<file path="config.mk">
export PLATFORM = sky130hd
export DESIGN_NAME = asc_ctrl
export DESIGN_NICKNAME = d
export VERILOG_FILES = /design/src/asc_sync.v /design/src/asc_ctrl.v
export VERILOG_INCLUDE_DIRS = /design/src /design/src/src
export SDC_FILE = /design/constraint.sdc
export NUM_CORES = 1
export LEC_CHECK = 0
export ABC_AREA = 1
export BUFFER_PORTS_ARGS = -buffer_cell sky130_fd_sc_hd__buf_2
export CAP_MARGIN = 10
export CORE_MARGIN = 2
export CORE_UTILIZATION = 46
export DETAILED_ROUTE_END_ITERATION = 12
export HOLD_SLACK_MARGIN = 0.06
export PLACE_DENSITY_LB_ADDON = 0.2
export SLEW_MARGIN = 10
export SYNTH_ARGS = -nofsm -noshare
export SYNTH_HDL_FRONTEND = slang
export SYNTH_SLANG_ARGS = --single-unit
export TNS_END_PERCENT = 5
</file>
<file path="constraint.sdc">
create_clock -name clk -period 1.2 [get_ports clk]
set_input_delay 0.06 -clock clk [delete_from_list [all_inputs] [get_ports clk]]
set_output_delay 0.06 -clock clk [all_outputs]
set_load 0.1 [all_outputs]
</file>
<file path="src/asc_consts.vh">
`ifndef ASC_CONSTS_VH
`define ASC_CONSTS_VH

`define ASC_ADDR_W 17
`define ASC_DATA_W 8
`define ASC_CNT_W 4
// times in ns at 20 ns clock period
`define ASC_CLK_NS 20
`define ASC_T_RC_NS 45
`define ASC_T_PWE_NS 35
`define ASC_T_SD_NS 25
`define ASC_T_HZ_NS 18
// least times round up to whole cycles
`define ASC_CYC(t) (((t) + `ASC_CLK_NS - 1) / `ASC_CLK_NS)
`define ASC_RD_CYC `ASC_CYC(`ASC_T_RC_NS + `ASC_CLK_NS)
`define ASC_WR_CYC `ASC_CYC(`ASC_T_PWE_NS)
`define ASC_SD_CYC `ASC_CYC(`ASC_T_SD_NS)
`define ASC_HZ_CYC `ASC_CYC(`ASC_T_HZ_NS)
`endif

</file>
<file path="src/asc_sync.v">
`timescale 1ns/1ns
// two-stage synchroniser for the data bus inputs
module asc_sync (
    // clock and reset
    input wire clk,
    input wire rst_n,
    // data
    input wire [7:0] d,
    output reg [7:0] q
);
reg [7:0] meta_q;
always @(posedge clk or negedge rst_n) begin
    if (!rst_n) begin
        meta_q <= 8'h00;
        q <= 8'h00;
    end else begin
        meta_q <= d;
        q <= meta_q;
    end
end
endmodule

</file>
<file path="src/asc_ctrl.v">
`timescale 1ns/1ns
`include "asc_consts.vh"
module asc_ctrl (
    // clock and reset
    input wire clk,
    input wire rst_n,
    // user request
    input wire req,
    input wire req_write,
    input wire [16:0] req_addr,
    input wire [7:0] req_wdata,
    output reg req_ready,
    output reg rd_valid,
    output reg [7:0] rd_data,
    // memory pins
    output reg [16:0] mem_addr,
    output reg select_active_low_n,
    output reg select_active_high,
    output reg mem_we_n,
    output reg mem_oe_n,
    input wire [7:0] mem_dq_in,
    output reg [7:0] mem_dq_out,
    output reg mem_dq_oe_n
);
//////////////////////////////////////////////////////////////////////////////
localparam [2:0] ST_IDLE = 3'h0;
localparam [2:0] ST_RD = 3'h1;
localparam [2:0] ST_RDEND = 3'h2;
localparam [2:0] ST_WR = 3'h3;
localparam [2:0] ST_WREND = 3'h4;
localparam [2:0] ST_TURN = 3'h5;
// cycle counts cut to the counter width on purpose
localparam integer RD_I = `ASC_RD_CYC;
localparam integer WR_I = `ASC_WR_CYC;
localparam integer SD_I = `ASC_SD_CYC;
localparam integer HZ_I = `ASC_HZ_CYC;
localparam [3:0] RD_CYC = RD_I[3:0];
localparam [3:0] WR_CYC = WR_I[3:0];
localparam [3:0] SD_CYC = SD_I[3:0];
localparam [3:0] HZ_CYC = HZ_I[3:0];

reg [2:0] st_q;
reg [3:0] cnt_q;
wire [7:0] dq_sync;

asc_sync u_sync (
    .clk(clk),
    .rst_n(rst_n),
    .d(mem_dq_in),
    .q(dq_sync)
);

//////////////////////////////////////////////////////////////////////////////
always @(posedge clk or negedge rst_n) begin
    if (!rst_n) begin
        st_q <= ST_IDLE;
        cnt_q <= 4'h0;
        req_ready <= 1'b0;
        rd_valid <= 1'b0;
        rd_data <= 8'h00;
        mem_addr <= 17'h00000;
        select_active_low_n <= 1'b1;
        select_active_high <= 1'b0;
        mem_we_n <= 1'b1;
        mem_oe_n <= 1'b1;
        mem_dq_out <= 8'h00;
        mem_dq_oe_n <= 1'b1;
    end else begin
        rd_valid <= 1'b0;
        case (st_q)
        ST_IDLE: begin
            req_ready <= 1'b1;
            if (req && req_ready) begin
                req_ready <= 1'b0;
                // address before selects go active
                mem_addr <= req_addr;
                cnt_q <= 4'h0;
                if (req_write) begin
                    mem_dq_out <= req_wdata;
                    mem_oe_n <= 1'b1;
                    st_q <= ST_WR;
                end else begin
                    mem_we_n <= 1'b1;
                    mem_dq_oe_n <= 1'b1;
                    st_q <= ST_RD;
                end
            end
        end
        ST_RD: begin
            // select and oe active
            select_active_low_n <= 1'b0;
            select_active_high <= 1'b1;
            mem_oe_n <= 1'b0;
            cnt_q <= cnt_q + 4'h1;
            if (cnt_q == RD_CYC) begin
                rd_data <= dq_sync;
                rd_valid <= 1'b1;
                st_q <= ST_RDEND;
                cnt_q <= 4'h0;
            end
        end
        ST_RDEND: begin
            select_active_low_n <= 1'b1;
            select_active_high <= 1'b0;
            mem_oe_n <= 1'b1;
            st_q <= ST_TURN;
        end
        ST_WR: begin
            // both active together start the write
            select_active_low_n <= 1'b0;
            select_active_high <= 1'b1;
            mem_we_n <= 1'b0;
            mem_dq_oe_n <= 1'b0;
            cnt_q <= cnt_q + 4'h1;
            if (cnt_q >= WR_CYC && cnt_q >= SD_CYC) begin
                // strobe ends the write; data held past it
                mem_we_n <= 1'b1;
                st_q <= ST_WREND;
                cnt_q <= 4'h0;
            end
        end
        ST_WREND: begin
            select_active_low_n <= 1'b1;
            select_active_high <= 1'b0;
            mem_dq_oe_n <= 1'b1;
            st_q <= ST_TURN;
        end
        ST_TURN: begin
            cnt_q <= cnt_q + 4'h1;
            if (cnt_q >= HZ_CYC) begin
                cnt_q <= 4'h0;
                st_q <= ST_IDLE;
            end
        end
        default: st_q <= ST_IDLE;
        endcase
    end
end
endmodule

</file>
==> impl_metrics.toml, run 1 <==
[timing]
rsz0062_at_grt = "true"
finClkSkew_ps = 5.40
finalHoldViolations = 0
tightestPinTransition_ps = 490
fin_ws_ps = -185
max_freq_ghz = 0.722
setup_viol = 44
drv_slew = 0
post-route-period-util_pct = 115
period_minus_slack_ps = 1380
hold-worst-slack_ps = 215
worst_slew_margin_rel_pct = 67.6

[grt]
grt_use_total_pct = 23.2
grt.met1_usage_pct = 27.7
grt_max_degree = 64
grt_use_met3_pct = 7.27
grt_overflow = 0
grt.busiest_layer = "met2"
grt_antenna_before_repair = 0
met2_usage_pct = 39.3
grt_pass1_vias = 2326
grt_pass1_wl_mm = 10.9

[clocking]
numCtsBuffers = 9
clk_pin_slew_ps = 80
root_buffer = "clkbuf_8"
htreeDepth = 3
cts.path.max_buffers = 2
cts_tree = "done"
cts_num_sinks = 63
clk_latency_ps = 340

[setup_path]
cp-start-kind = "flip-flop"
cp_data_required_time_ps = 1430
crit_path_max_fanout = 4
critPathKind = "reg2reg"
arrival_ps = 1620
worstSetupEndpointType = "flip-flop"

[status]
violations = "negative setup slack"
status = "complete, but fails checks"

[logic_synthesis]
syn_nets = 332
synth_edf_count = 0
synth_most_common_cell = "nand2_1"
ys_top_cells_by_area = "dfrtp_1, nand2_1, nand3_1, dfstp_2, nor2_1"
synth-seq-cells = 63
synth_common_cells = "nand2_1, dfrtp_1, nand3_1"
synth_warnings = 0
ys_seq_area_share_pct = 60.8
async_flop_share_pct = 100
syn_area_per_cell_um2 = 8.97
synth_flop_cell = "dfrtp_1"
synth_top_area_share_pct = 56.7
netlist_instances = 290
synth.distinct_cells = 22
synthesis.area_um2 = 2600
yosysTopAreaCell = "dfrtp_1"

[die]
fp-row-count = 27
fp.dieW_um = 79.2
pin_count = 77
die-area_um2 = 6280
initial_utilization_pct = 47.6
core_area_um2 = 5470
die_h_um = 79.2

[layout]
antenna_cells = 0
regArea_um2 = 1590
nets = 480
multi_input_area_um2 = 1030
final_util_pct = 77.6
stdcell_area_um2 = 4250
nFillCells = 366
drive_gt1_share_pct = 36.6
syn_to_final_growth_pct = 63.1

[run]
drv_cap = 0

[place]
place_hpwl_mm = 4.05
io_buffers = 76
place_congestion = 0.832
place_area_um2 = 3350

[routing]
drc = 0
firstDrtPassIters = 4
avgViaCountPerCell = 4.77
drtIter0Drc = 135
vias = 2455
wl_mm = 7.07
wl_per_cell_um = 13.7
antenna_left = 0

[worst_hold_path]
hold_path.class = "in2reg"
critical path, stage by stage, from the launching register on:
cell     delay (ps)
dfrtp_1         410
inv_2           140
ha_4            150
nand2_4          40
nor2_4          190
nand2_1         160
nand2_1          90
nand2_1          70
cell usage in the layout, fill, tap and decap left out:
cell type / netlist / layout
o211ai_1: 1 / 1
buf_4: 1 / 34
a21oi_1: 1 / 1
dlygate4sd3_1: 0 / 35
dfrtp_2: 0 / 2
nand2_1: 126 / 122
nand2_4: 1 / 5
clkinv_4: 0 / 1
nand2_2: 2 / 3
nand3_2: 1 / 2
xor2_1: 1 / 1
nor2_4: 1 / 5
dfstp_2: 4 / 4
o21ai_1: 0 / 1
nor2_2: 0 / 5
buf_2: 1 / 39
clkbuf_8: 0 / 9
dfrtp_1: 59 / 56
buf_6: 2 / 3
clkbuf_4: 0 / 23
nand4_1: 4 / 4
ha_1: 5 / 2
inv_8: 0 / 1
o21ai_0: 2 / 1
inv_2: 4 / 6
bufinv_16: 0 / 5
inv_6: 0 / 2
nand3_1: 32 / 30
nand3_4: 0 / 1
inv_1: 19 / 15
buf_12: 0 / 7
nor2_1: 21 / 12
dfrtp_4: 0 / 1
nor2_8: 1 / 1
ha_4: 0 / 3
sequential cells by signal (all words and copies together) (netlist names), 3 cells and up:
register	cells
cnt_q	4
mem_addr	17
mem_dq_out	8
rd_data	8
st_q	3
u_sync.meta_q	8
u_sync.q	8
final timing paths:
| kind | from | endpoint | slack, ps | depth (start not counted) |
|---|---|---|---|---|
| max in group asynchronous | rst_n | mem_we_n | 630 | 3 |
| max | cnt_q[0] | rd_data[5] | -180 | 7 |
| max reg2reg | cnt_q[0] | rd_data[5] | -180 | 7 |
| min reg2reg | u_sync.meta_q[1] | u_sync.q[1] | 350 | 0 |
| min in group asynchronous | rst_n | cnt_q[2] | 250 | 3 |
| min | req | st_q[0] | 220 | 5 |
final cells by class:
cell class	instances	share of cell area, %
clock inverter	7	3.95
clock buffer	9	2.92
multi-input combinational	200	24.3
timing repair buffer	141	27.0
sequential	63	37.4
inverter	23	2.33
tap	72	2.12
cells by family after synthesis:
kind of cell,Yosys count,share of synthesized area [%]
simple gates,189,30.8
compound gates,4,0.865
flops,63,60.8
buf+inv,28,4.81
fa+ha+maj,5,2.40
xor+xnor,1,0.337
metal layers:
| layer | vias to the layer above | wire, µm |
|---|---|---|
| li1 | 1200 | - |
| met3 | 10 | 392 |
| met4 | 0 | 82 |
| met5 | - | 0 |
| met2 | 82 | 3700 |
| met1 | 1163 | 2890 |
through the flow:
step | std cells | TNS, ps | setup WS [ps]
after floorplan | 290 | -3050 | -101
after global placement | 459 | -4300 | -122
after detailed placement | 459 | -5680 | -218
after CTS | 511 | -3290 | -148
after global routing | 515 | -8060 | -280
final | 515 | -4460 | -185
timing repair:
| action | CTS | global route |
|---|---|---|
| hold buffers | 35 | 0 |
| endpoints found under the setup margin | 54 | 70 |
| setup buffers | 0 | 4 |
| cloned | 1 | 0 |
| pin swaps | 4 | 15 |
| gates resized for setup | 24 | 45 |
| endpoints found under the hold margin | 96 | 0 |
Power of run 1 is not shown: default switching activity piles up to over one toggle a cycle in this logic, so the estimate is an artifact.
==> inputs of run 2 (changes only) <==
--- a/config.mk
+++ b/config.mk
@@ -17,5 +17,6 @@
 export SLEW_MARGIN = 10
 export SYNTH_ARGS = -nofsm -noshare
 export SYNTH_HDL_FRONTEND = slang
+export SYNTH_HIERARCHICAL = 1
 export SYNTH_SLANG_ARGS = --single-unit
 export TNS_END_PERCENT = 5
==> impl_metrics.toml, run 2 <==
[logic_synthesis]
synth_common_cells = "nand2_1, dfrtp_1, nand3_1"
syn_nets = 327
synth-seq-cells = 63
ys_top_cells_by_area = "dfrtp_1, nand2_1, nand3_1, dfstp_2, inv_1"
yosysTopAreaCell = "dfrtp_1"
synth_most_common_cell = "nand2_1"
syn_area_per_cell_um2 = 9.00
synth_top_family_by_area = "simple AND/OR/NAND/NOR gates"
synth_mux_area_share_pct = 0
synth_compound_area_share_pct = 1.07
synth_top_area_share_pct = 57.6
synth_xor_area_share_pct = 0
synth_edf_count = 0
netlist_instances = 285
synth_warnings = 6
async_flop_share_pct = 100
synth.distinct_cells = 20
ys_seq_area_share_pct = 61.7
synth_flop_cell = "dfrtp_1"
synth_fa_ha_area_share_pct = 2.44
synthesis.area_um2 = 2560
synthSimpleGateAreaFrac_pct = 29.7

[setup_path]
cp_data_required_time_ps = 1420
rrSetupSlack_ps = -180
critPathKind = "reg2reg"
cp-start-kind = "flip-flop"
crit_path_max_fanout = 3
worstSetupEndpointType = "flip-flop"
arrival_ps = 1600

[timing]
fin_tns_setup_ps = -2540
period_minus_slack_ps = 1380
fin_ws_ps = -181
max_freq_ghz = 0.724
worst_slew_margin_rel_pct = 67.2
hold-worst-slack_ps = 92.1
rsz0062_at_grt = "true"
setup_viol = 42
finalHoldViolations = 0
tightestPinTransition_ps = 496
drv_slew = 0
post-route-period-util_pct = 115
finClkSkew_ps = 9.37

[grt]
grt_pass1_wl_mm = 10.7
grt_pass1_vias = 2271
grt_use_total_pct = 22.7
grt_overflow = 0
grt_antenna_before_repair = 0
grt_max_degree = 23

[clocking]
htreeDepth = 3
cts_tree = "done"
clk_latency_ps = 330
cts_num_sinks = 63
numCtsBuffers = 9
clk_pin_slew_ps = 70
root_buffer = "clkbuf_8"
cts.path.max_buffers = 2

[routing]
firstDrtPassIters = 4
vias = 2426
drtIter0Drc = 159
wl_per_cell_um = 13.2
avgViaCountPerCell = 4.77
antenna_left = 0
wl_mm = 6.72
drc = 0

[die]
initial_utilization_pct = 47.2
core_area_um2 = 5440
fp-row-count = 27
die_h_um = 78.7
die-area_um2 = 6190
fp.dieW_um = 78.7
pin_count = 77

[layout]
drive_gt1_share_pct = 41.4
nets = 474
layout_commonest_cell = "nand2_1"
syn_to_final_growth_pct = 64.1
final_util_pct = 77.4
fin_cells = 509
final_cell_mix = "nand2_1, buf_2, dfrtp_1"
top_register = "mem_addr"
antenna_cells = 0
largest_register_ffs = 17

[status]
violations = "negative setup slack"
status = "complete, but fails checks"

[worst_hold_path]
hold_path.class = "in2reg"

[place]
placed_cells = 456
io_buffers = 76
place_hpwl_mm = 4.01
place_congestion = 0.911

[run]
drv_cap = 0
==> run 2: routing by layer <==
metal  wire length (µm)  global-route usage, %  vias to the layer above
met2               3430                   36.8                      100
met4                 97                   8.95                        0
li1                   -                      -                     1178
met1               2790                   28.7                     1138
met3                395                   6.55                       10
met5                  0                      0                        -
==> run 2: through the flow <==
stage | cell area, µm² | worst slack (ps)
2_1_floorplan | 2580 | -97.6
3_3_place_gp | 3350 | -100
3_5_place_dp | 3350 | -146
4_1_cts | 4070 | -114
5_1_grt | 4210 | -250
6_report | 4210 | -181
==> run 2: worst max-delay path, stage by stage, from the launching register on <==
cell and delay [ps]:
dfrtp_2 440, buf_6 140, ha_4 150, nor2_2 110, nand2_1 80, nor2_2 130, nor2_2 60, nand3_1 80
nand2_1 50
==> run 2: kinds of logic (layout without fill, tap and decap cells) <==
logic type / count (synthesis) / in the layout
adder cells (fa/ha/maj): 5 / 5
buffers and inverters: 29 / 181
AO/OA/AOI/OAI: 5 / 5
flip-flops: 63 / 63
AND/OR/NAND/NOR: 183 / 183
==> run 2: timing repair <==
item	CTS	global route
endpoints found under the hold margin	94	0
buffers inserted	1	2
endpoints found under the setup margin	51	72
hold buffers	34	0
resized for setup	42	33
pin swaps	18	15
==> run 2: worst paths after layout <==
kind                             startpoint            end  cells after the start
max                                cnt_q[0]        st_q[2]                      8
min                               req_write  mem_dq_out[1]                      3
max reg2reg                        cnt_q[0]        st_q[2]                      8
min reg2reg                u_sync/meta_q[1]    u_sync/q[1]                      0
max in group asynchronous             rst_n       mem_oe_n                      3
min in group asynchronous             rst_n  mem_dq_out[7]                      2
==> run 2: layout make-up <==
type                            count  area, µm²
Multi-Input combinational cell    193       1060
Sequential cell                    63       1590
Clock buffer                        9        124
Tap cell                           72       90.1
Clock inverter                      7        120
Fill cell                         344       1230
Inverter                           23       96.3
Timing Repair Buffer              142       1130
Power of run 2 is left out for the same reason.
